===== src/rtl/asr_pkg.sv =====
// Package for the ADC status, averaging and offset register group
package asr_pkg;
  // ----------------------------------------
  // Register addresses
  // ----------------------------------------
  localparam logic [6:0] ADDR_FAULT_FLAGS = 7'h11;
  localparam logic [6:0] ADDR_LEAVE_SETUP = 7'h14;
  localparam logic [6:0] ADDR_AVERAGING = 7'h15;
  localparam logic [6:0] ADDR_CH0_OFS_LOW = 7'h17;
  localparam logic [6:0] ADDR_CH0_OFS_HIGH = 7'h18;
  localparam logic [6:0] ADDR_CH1_OFS_LOW = 7'h1a;
  localparam logic [6:0] ADDR_CH1_OFS_HIGH = 7'h1b;
  // ----------------------------------------
  // Fields and reset values
  // ----------------------------------------
  localparam int CLK_FAULT_BIT = 4;
  localparam int LEAVE_BIT = 0;
  localparam int RESTART_BIT = 7;
  localparam int EXP_MSB = 4;
  localparam int EXP_WIDTH = 5;
  localparam logic [4:0] EXP_MAX_VALID = 5'h10;
  localparam logic [4:0] EXP_NONE = 5'h00;
  localparam logic [2:0] FORMAT_AVERAGED = 3'h3;
  localparam logic [7:0] RESET_BYTE = 8'h00;
  localparam int OFFSET_WIDTH = 16;
  localparam int OFFSET_STEP_EXP = 15;
  localparam int GAIN_UNITY = 32768;
  // ----------------------------------------
  // Serial frame
  // ----------------------------------------
  localparam logic [5:0] FRAME_BITS = 6'd16;
  localparam int FRAME_CNT_WIDTH = 6;
endpackage : asr_pkg


===== src/rtl/asr_frame_counter.sv =====
// Counts serial clock edges of one transaction and flags a wrong count
`timescale 1ns/1ns
module asr_frame_counter #(
  parameter logic [5:0] EXPECTED = 6'd16
) (
  input wire logic ref_clk,
  input wire logic reset,
  input wire logic frameActive,
  input wire logic bitStrobe,
  output logic countFault
);
  logic [5:0] cnt_reg;
  logic [5:0] cnt_next;
  logic act_reg;
  logic act_next;
  logic fault_next;

  always_comb begin
    act_next = frameActive;
    fault_next = 1'b0;
    cnt_next = cnt_reg;
    if (frameActive && !act_reg) begin
      cnt_next = bitStrobe ? 6'd1 : 6'd0;
    end else if (frameActive && bitStrobe && cnt_reg != 6'h3f) begin
      cnt_next = cnt_reg + 6'd1;
    end
    // Frame end: any count other than exactly one or two whole words is a fault
    if (!frameActive && act_reg) begin
      fault_next = (cnt_reg == 6'd0) || (cnt_reg != EXPECTED && cnt_reg != (EXPECTED << 1));
    end
  end

  always_ff @(posedge ref_clk) begin
    if (reset) begin
      cnt_reg <= 6'h00;
      act_reg <= 1'b0;
      countFault <= 1'b0;
    end else begin
      cnt_reg <= cnt_next;
      act_reg <= act_next;
      countFault <= fault_next;
    end
  end
endmodule : asr_frame_counter


===== src/rtl/asr_regs.sv =====
// Status, leave-setup, averaging and offset registers on a byte register port
`timescale 1ns/1ns
module asr_regs (
  input wire logic ref_clk,
  input wire logic reset,
  input wire logic chipSelectN,
  input wire logic serialClockEdge,
  input wire logic regWrite,
  input wire logic regRead,
  input wire logic [6:0] regAddr,
  input wire logic [7:0] regWriteData,
  input wire logic [2:0] outputFormatSelect,
  output logic [7:0] regReadData,
  output logic configMode,
  output logic filterRestart,
  output logic [4:0] filterLengthExponent,
  output logic [16:0] filterBlockLength,
  output logic averagingActive,
  output logic settingInvalid,
  output logic [15:0] firstChannelOffsetWord,
  output logic [15:0] secondChannelOffsetWord
);
  // ----------------------------------------
  // Transaction clock tally
  // ----------------------------------------
  logic countFault;

  asr_frame_counter #(
    .EXPECTED(asr_pkg::FRAME_BITS)
  ) u_counter (
    .ref_clk(ref_clk),
    .reset(reset),
    .frameActive(!chipSelectN),
    .bitStrobe(serialClockEdge),
    .countFault(countFault)
  );

  // ----------------------------------------
  // Register state
  // ----------------------------------------
  logic clkFault_reg;
  logic clkFault_next;
  logic leave_reg;
  logic leave_next;
  logic config_reg;
  logic config_next;
  logic restart_reg;
  logic restart_next;
  logic [4:0] exp_reg;
  logic [4:0] exp_next;
  logic [15:0] ofs0_reg;
  logic [15:0] ofs0_next;
  logic [15:0] ofs1_reg;
  logic [15:0] ofs1_next;
  logic [7:0] rd_reg;
  logic [7:0] rd_next;
  logic [16:0] blk_reg;
  logic [16:0] blk_next;
  logic avg_reg;
  logic avg_next;
  logic inval_reg;
  logic inval_next;
  logic csHigh_reg;

  always_comb begin
    clkFault_next = clkFault_reg;
    leave_next = leave_reg;
    config_next = config_reg;
    restart_next = 1'b0;
    exp_next = exp_reg;
    ofs0_next = ofs0_reg;
    ofs1_next = ofs1_reg;
    rd_next = rd_reg;
    if (regWrite) begin
      unique case (regAddr)
        asr_pkg::ADDR_FAULT_FLAGS: begin
          if (regWriteData[asr_pkg::CLK_FAULT_BIT]) begin
            clkFault_next = 1'b0;
          end
        end
        asr_pkg::ADDR_LEAVE_SETUP: begin
          leave_next = regWriteData[asr_pkg::LEAVE_BIT];
          if (regWriteData[asr_pkg::LEAVE_BIT]) begin
            config_next = 1'b0;
          end
        end
        asr_pkg::ADDR_AVERAGING: begin
          restart_next = regWriteData[asr_pkg::RESTART_BIT];
          exp_next = regWriteData[asr_pkg::EXP_MSB:0];
        end
        asr_pkg::ADDR_CH0_OFS_LOW: ofs0_next[7:0] = regWriteData;
        asr_pkg::ADDR_CH0_OFS_HIGH: ofs0_next[15:8] = regWriteData;
        asr_pkg::ADDR_CH1_OFS_LOW: ofs1_next[7:0] = regWriteData;
        asr_pkg::ADDR_CH1_OFS_HIGH: ofs1_next[15:8] = regWriteData;
        default: begin
        end
      endcase
    end
    // Set wins over a clear in the same cycle
    if (countFault) begin
      clkFault_next = 1'b1;
    end
    if (chipSelectN && !csHigh_reg) begin
      leave_next = 1'b0;
    end
    if (regRead) begin
      unique case (regAddr)
        asr_pkg::ADDR_FAULT_FLAGS: rd_next = {3'h0, clkFault_reg, 4'h0};
        asr_pkg::ADDR_LEAVE_SETUP: rd_next = {7'h00, leave_reg};
        asr_pkg::ADDR_AVERAGING: rd_next = {restart_reg, 2'h0, exp_reg};
        asr_pkg::ADDR_CH0_OFS_LOW: rd_next = ofs0_reg[7:0];
        asr_pkg::ADDR_CH0_OFS_HIGH: rd_next = ofs0_reg[15:8];
        asr_pkg::ADDR_CH1_OFS_LOW: rd_next = ofs1_reg[7:0];
        asr_pkg::ADDR_CH1_OFS_HIGH: rd_next = ofs1_reg[15:8];
        default: rd_next = asr_pkg::RESET_BYTE;
      endcase
    end
    // Block length 2^N; invalid codes give zero rather than wrapping
    blk_next = (exp_next <= asr_pkg::EXP_MAX_VALID) ? (17'h00001 << exp_next) : 17'h00000;
    avg_next = (outputFormatSelect == asr_pkg::FORMAT_AVERAGED);
    // Host-side misuse is reported, not corrected
    inval_next = (exp_next > asr_pkg::EXP_MAX_VALID)
        || (avg_next && exp_next == asr_pkg::EXP_NONE);
  end

  always_ff @(posedge ref_clk) begin
    if (reset) begin
      clkFault_reg <= 1'b0;
      leave_reg <= 1'b0;
      config_reg <= 1'b1;
      restart_reg <= 1'b0;
      exp_reg <= 5'h00;
      ofs0_reg <= 16'h0000;
      ofs1_reg <= 16'h0000;
      rd_reg <= 8'h00;
      blk_reg <= 17'h00001;
      avg_reg <= 1'b0;
      inval_reg <= 1'b0;
      csHigh_reg <= 1'b1;
    end else begin
      clkFault_reg <= clkFault_next;
      leave_reg <= leave_next;
      config_reg <= config_next;
      restart_reg <= restart_next;
      exp_reg <= exp_next;
      ofs0_reg <= ofs0_next;
      ofs1_reg <= ofs1_next;
      rd_reg <= rd_next;
      blk_reg <= blk_next;
      avg_reg <= avg_next;
      inval_reg <= inval_next;
      csHigh_reg <= chipSelectN;
    end
  end

  // ----------------------------------------
  // Outputs
  // ----------------------------------------
  // Offset step and gain scaling belong to the datapath that reads these words
  assign regReadData = rd_reg;
  assign configMode = config_reg;
  assign filterRestart = restart_reg;
  assign filterLengthExponent = exp_reg;
  assign filterBlockLength = blk_reg;
  assign averagingActive = avg_reg;
  assign settingInvalid = inval_reg;
  assign firstChannelOffsetWord = ofs0_reg;
  assign secondChannelOffsetWord = ofs1_reg;

  // ----------------------------------------
  // Checks
  // ----------------------------------------
  fault_set_a: assert property (@(posedge ref_clk) disable iff (reset)
    countFault |=> clkFault_reg) else $error("Clock fault not latched");
  fault_clear_a: assert property (@(posedge ref_clk) disable iff (reset)
    regWrite && regAddr == 7'h11 && regWriteData[4] && !countFault |=> !clkFault_reg)
    else $error("Fault flag not cleared");
  fault_keep_a: assert property (@(posedge ref_clk) disable iff (reset)
    clkFault_reg && !(regWrite && regAddr == 7'h11 && regWriteData[4]) |=> clkFault_reg)
    else $error("Fault flag lost");
  leave_mode_a: assert property (@(posedge ref_clk) disable iff (reset)
    regWrite && regAddr == 7'h14 && regWriteData[0] |=> !configMode)
    else $error("Config mode not left");
  leave_self_a: assert property (@(posedge ref_clk) disable iff (reset)
    $rose(chipSelectN) |=> !leave_reg) else $error("Leave bit not self cleared");
  restart_pulse_a: assert property (@(posedge ref_clk) disable iff (reset)
    filterRestart |=> !filterRestart || $past(regWrite)) else $error("Restart stuck");
  block_len_a: assert property (@(posedge ref_clk) disable iff (reset)
    exp_reg == 5'h10 |-> blk_reg == 17'h10000) else $error("Block length wrong");
  ofs_high_a: assert property (@(posedge ref_clk) disable iff (reset)
    regWrite && regAddr == 7'h18 |=> ofs0_reg[15:8] == $past(regWriteData))
    else $error("Offset high byte not stored");
  ofs1_low_a: assert property (@(posedge ref_clk) disable iff (reset)
    regWrite && regAddr == 7'h1a |=> ofs1_reg[7:0] == $past(regWriteData))
    else $error("Offset low byte not stored");
  reserved_zero_a: assert property (@(posedge ref_clk) disable iff (reset)
    regRead && regAddr == 7'h11 |=> regReadData[7:5] == 3'h0 && regReadData[3:0] == 4'h0)
    else $error("Reserved bits not zero");
  zero_exp_a: assert property (@(posedge ref_clk) disable iff (reset)
    averagingActive && filterLengthExponent == asr_pkg::EXP_NONE |-> settingInvalid)
    else $error("Zero exponent under averaging not flagged");
  bad_code_a: assert property (@(posedge ref_clk) disable iff (reset)
    filterLengthExponent > asr_pkg::EXP_MAX_VALID |-> settingInvalid && blk_reg == 17'h00000)
    else $error("Invalid exponent code not flagged");
  format_track_a: assert property (@(posedge ref_clk) disable iff (reset)
    outputFormatSelect == asr_pkg::FORMAT_AVERAGED |=> averagingActive)
    else $error("Averaged format not followed");
  format_plain_a: assert property (@(posedge ref_clk) disable iff (reset)
    outputFormatSelect != asr_pkg::FORMAT_AVERAGED |=> !averagingActive)
    else $error("Plain format not followed");
  fault_seen_c: cover property (@(posedge ref_clk) disable iff (reset) $rose(clkFault_reg));
  leave_seen_c: cover property (@(posedge ref_clk) disable iff (reset) $fell(configMode));
  restart_seen_c: cover property (@(posedge ref_clk) disable iff (reset) filterRestart);
  invalid_seen_c: cover property (@(posedge ref_clk) disable iff (reset) settingInvalid);
endmodule : asr_regs


===== config.mk =====
export PLATFORM = sky130hd
export DESIGN_NAME = asr_regs
export DESIGN_NICKNAME = d
export VERILOG_FILES = /design/src/rtl/asr_pkg.sv /design/src/rtl/asr_frame_counter.sv /design/src/rtl/asr_regs.sv
export SDC_FILE = /design/constraint.sdc
export NUM_CORES = 1
export LEC_CHECK = 0
export BUFFER_PORTS_ARGS = -buffer_cell sky130_fd_sc_hd__buf_2
export CORE_ASPECT_RATIO = 1.1
export CORE_MARGIN = 3
export CORE_UTILIZATION = 47
export DETAILED_ROUTE_END_ITERATION = 10
export GPL_ROUTABILITY_DRIVEN = 0
export PLACE_DENSITY = 0.84
export SETUP_SLACK_MARGIN = 0.05
export SYNTH_ARGS = -nofsm -noshare
export SYNTH_HDL_FRONTEND = slang
export SYNTH_SLANG_ARGS = --single-unit

===== constraint.sdc =====
create_clock -name ref_clk -period 1.7 [get_ports ref_clk]
set_input_delay 0.17 -clock ref_clk [delete_from_list [all_inputs] [get_ports ref_clk]]
set_output_delay 0.17 -clock ref_clk [all_outputs]
set_load 0.02 [all_outputs]

==> run metrics <==
Pleak 1.87 nW; reg2reg setup slack 0.21 ns; critical path type register to register; post-route clock period utilization 0.879; async set-or-reset flop fraction in the synthesized netlist 0; postcts setup bufs 0; clk slew on worst S/H paths 0.08 ns; nets 490; Syn Inst Count 363; Min-Delay Endpoint u_counter.act_reg; final hold violation count 0; Ys Warns 0; global route hottest layer met2; placed instance area 0.00401 mm²; hold_sp chipSelectN; Setup Skew 0.00775 ns; final wirelength 9.08 mm; ANT cells 0; CP endpoint kind register; sequential area share after synthesis 0.457; Skew-Pair Late Insertion Delay 0.36 ns; r2r worst-path depth 4; met1 usage 0.279; maxcap violations 0; starting density of the core 0.497; most frequent cell after synthesis dfxtp_1; Yosys cell types 50; IO buf count 89; vias in the first global route 2970; Yosys reg bits 77; Ports 90; Peak VDD IR 554 µV; hold slack 0.0364 ns; H-tree levels 3; Vias per Instance 5.65; Worst Setup Start Kind register; top cell type's share of synthesized area 0.457; max reg flops 17; worst r2r dst settingInvalid; CP Max Fanout 9; die area 0.00823 mm²; syn_nets 389; TritonCTS clock tree done; via count 3113; die width 86.8 µm; f_max 669 MHz; synth top area cells dfxtp_1 46%, mux2i_1 13%, nor2_1 7.2%; commonest cells in the netlist 77 x dfxtp_1, 65 x nor2_1, 43 x mux2i_1, 17 x nand2_1, 15 x clkbuf_1; DR WL/cell 16.5 µm; gr usage total 0.227; clk buf depth 2; detailed placer's ending HPWL 6.66 mm; Worst EP arrival 1.78 ns; clk sinks 77; crit path time final 1.49 ns; post-route ant nets 0; Pins Over Slew Limit 0; Critical path origin filterLengthExponent[0]; syn_area_per_cell 9.29 µm²; row cnt 31; max_slew headroom 0.608; cell area after layout 0.00419 mm²; area of the core 0.00679 mm²; grt ovf 0; Die Ht 94.8 µm; cell taking the most area after synthesis dfxtp_1; worst hold-check path type input port to register; Synth Flop Type dfxtp_1; number of synthesized flops with an enable pin 0; Slew @ Worst Pin 0.583 ns; Filler Cell Count 576; CTS buffer count 9; initial antenna violation count 0; largest net degree at the start of global routing 35; DRT iter0 DRCs 192; first-pass GRT wire length 14.5 mm; area of the mapped netlist 0.00337 mm²; overall power 3.32 mW; cell count of the worst hold path 2; final-report setup violation count 0; Pwr Density 793 mW/mm²; 1st-pass router iterations 4; Root Driver clkbuf_8; ratio of cells with drive above 1 in the final layout 0.290; outcome complete, no violations; M3 GR Usage 0.0637; Crit path required time 1.98 ns; RSZ-0062 raised after global routing no; drt drc 0; met2 GRT Util 0.376; area delta synth->final 24.1%; worst reg2reg startpoint filterLengthExponent[0]
==> through the flow <==
| step | utilization | setup slack [ns] | setup TNS [ns] | std cells |
|---|---|---|---|---|
| final | 0.617 | 0.205 | 0 | 551 |
| after detailed placement | 0.590 | -0.00139 | -0.00139 | 535 |
| after CTS | 0.617 | 0.186 | 0 | 551 |
| after global placement | 0.590 | 0.0635 | 0 | 535 |
| after global routing | 0.617 | 0.0977 | 0 | 551 |
| after floorplan | - | 0.0627 | 0 | 363 |
==> power by group <==
group          internal (mW)  total (mW)  switching [mW]
sequential              1.81        1.82         0.00718
clock                  0.603        1.26           0.661
combinational         0.0835       0.235           0.152
==> worst max path at each step <==
stage	to	slack, ns
after floorplan	secondChannelOffsetWord[0]	0.06
final	settingInvalid	0.21
after global placement	secondChannelOffsetWord[7]	0.06
after global routing	settingInvalid	0.1
after detailed placement	secondChannelOffsetWord[3]	-0.001
after CTS	u_counter.cnt_reg[0]	0.19
==> worst max-delay path, cell delays in order, from the launching register on <==
cell and delay, ns:
dfxtp_1 0.42, or4_1 0.61, nor2_1 0.12, a21oi_1 0.10, o22ai_1 0.16
==> final cells by class <==
cell class              instances  area, µm²  area share
clock buffers                  12        155      0.0371
clock inverters                 4       22.5     0.00538
inverters                      13       48.8      0.0117
multi-input cells             250       1690       0.404
flip-flops and latches         77       1540       0.368
well taps                      82        103      0.0245
repair buffers                113        626       0.149
==> timing repair <==
item                       4_1_cts  5_1_grt
hold buffers                     0        0
resized for setup                0        1
setup endpoints to repair        0        2
==> metal layers <==
metal	up-vias	part of all wire
li1	1498	-
met3	14	0.078
met4	0	0.016
met1	1471	0.42
met5	-	0
met2	130	0.49
==> placed cells by master (no fill, tap or decap), drive strengths merged, types with 8 or more instances in the layout <==
cell type,count
nor3,11
nand2,17
a221oi,10
dfxtp,77
clkbuf,12
nor2,65
nand4,8
buf,113
inv,13
mux2i,43
==> kinds of logic after synthesis <==
group                    Yosys count  synth area share
flip-flops                        77             0.457
adder cells (fa/ha/maj)            2           0.00742
AO/OA/AOI/OAI                     51             0.110
buffers and inverters             36            0.0419
multiplexers                      45             0.134
XOR/XNOR                           3           0.00779
AND/OR/NAND/NOR                  149             0.242
Note: power is estimated with default switching activity, not from simulation.
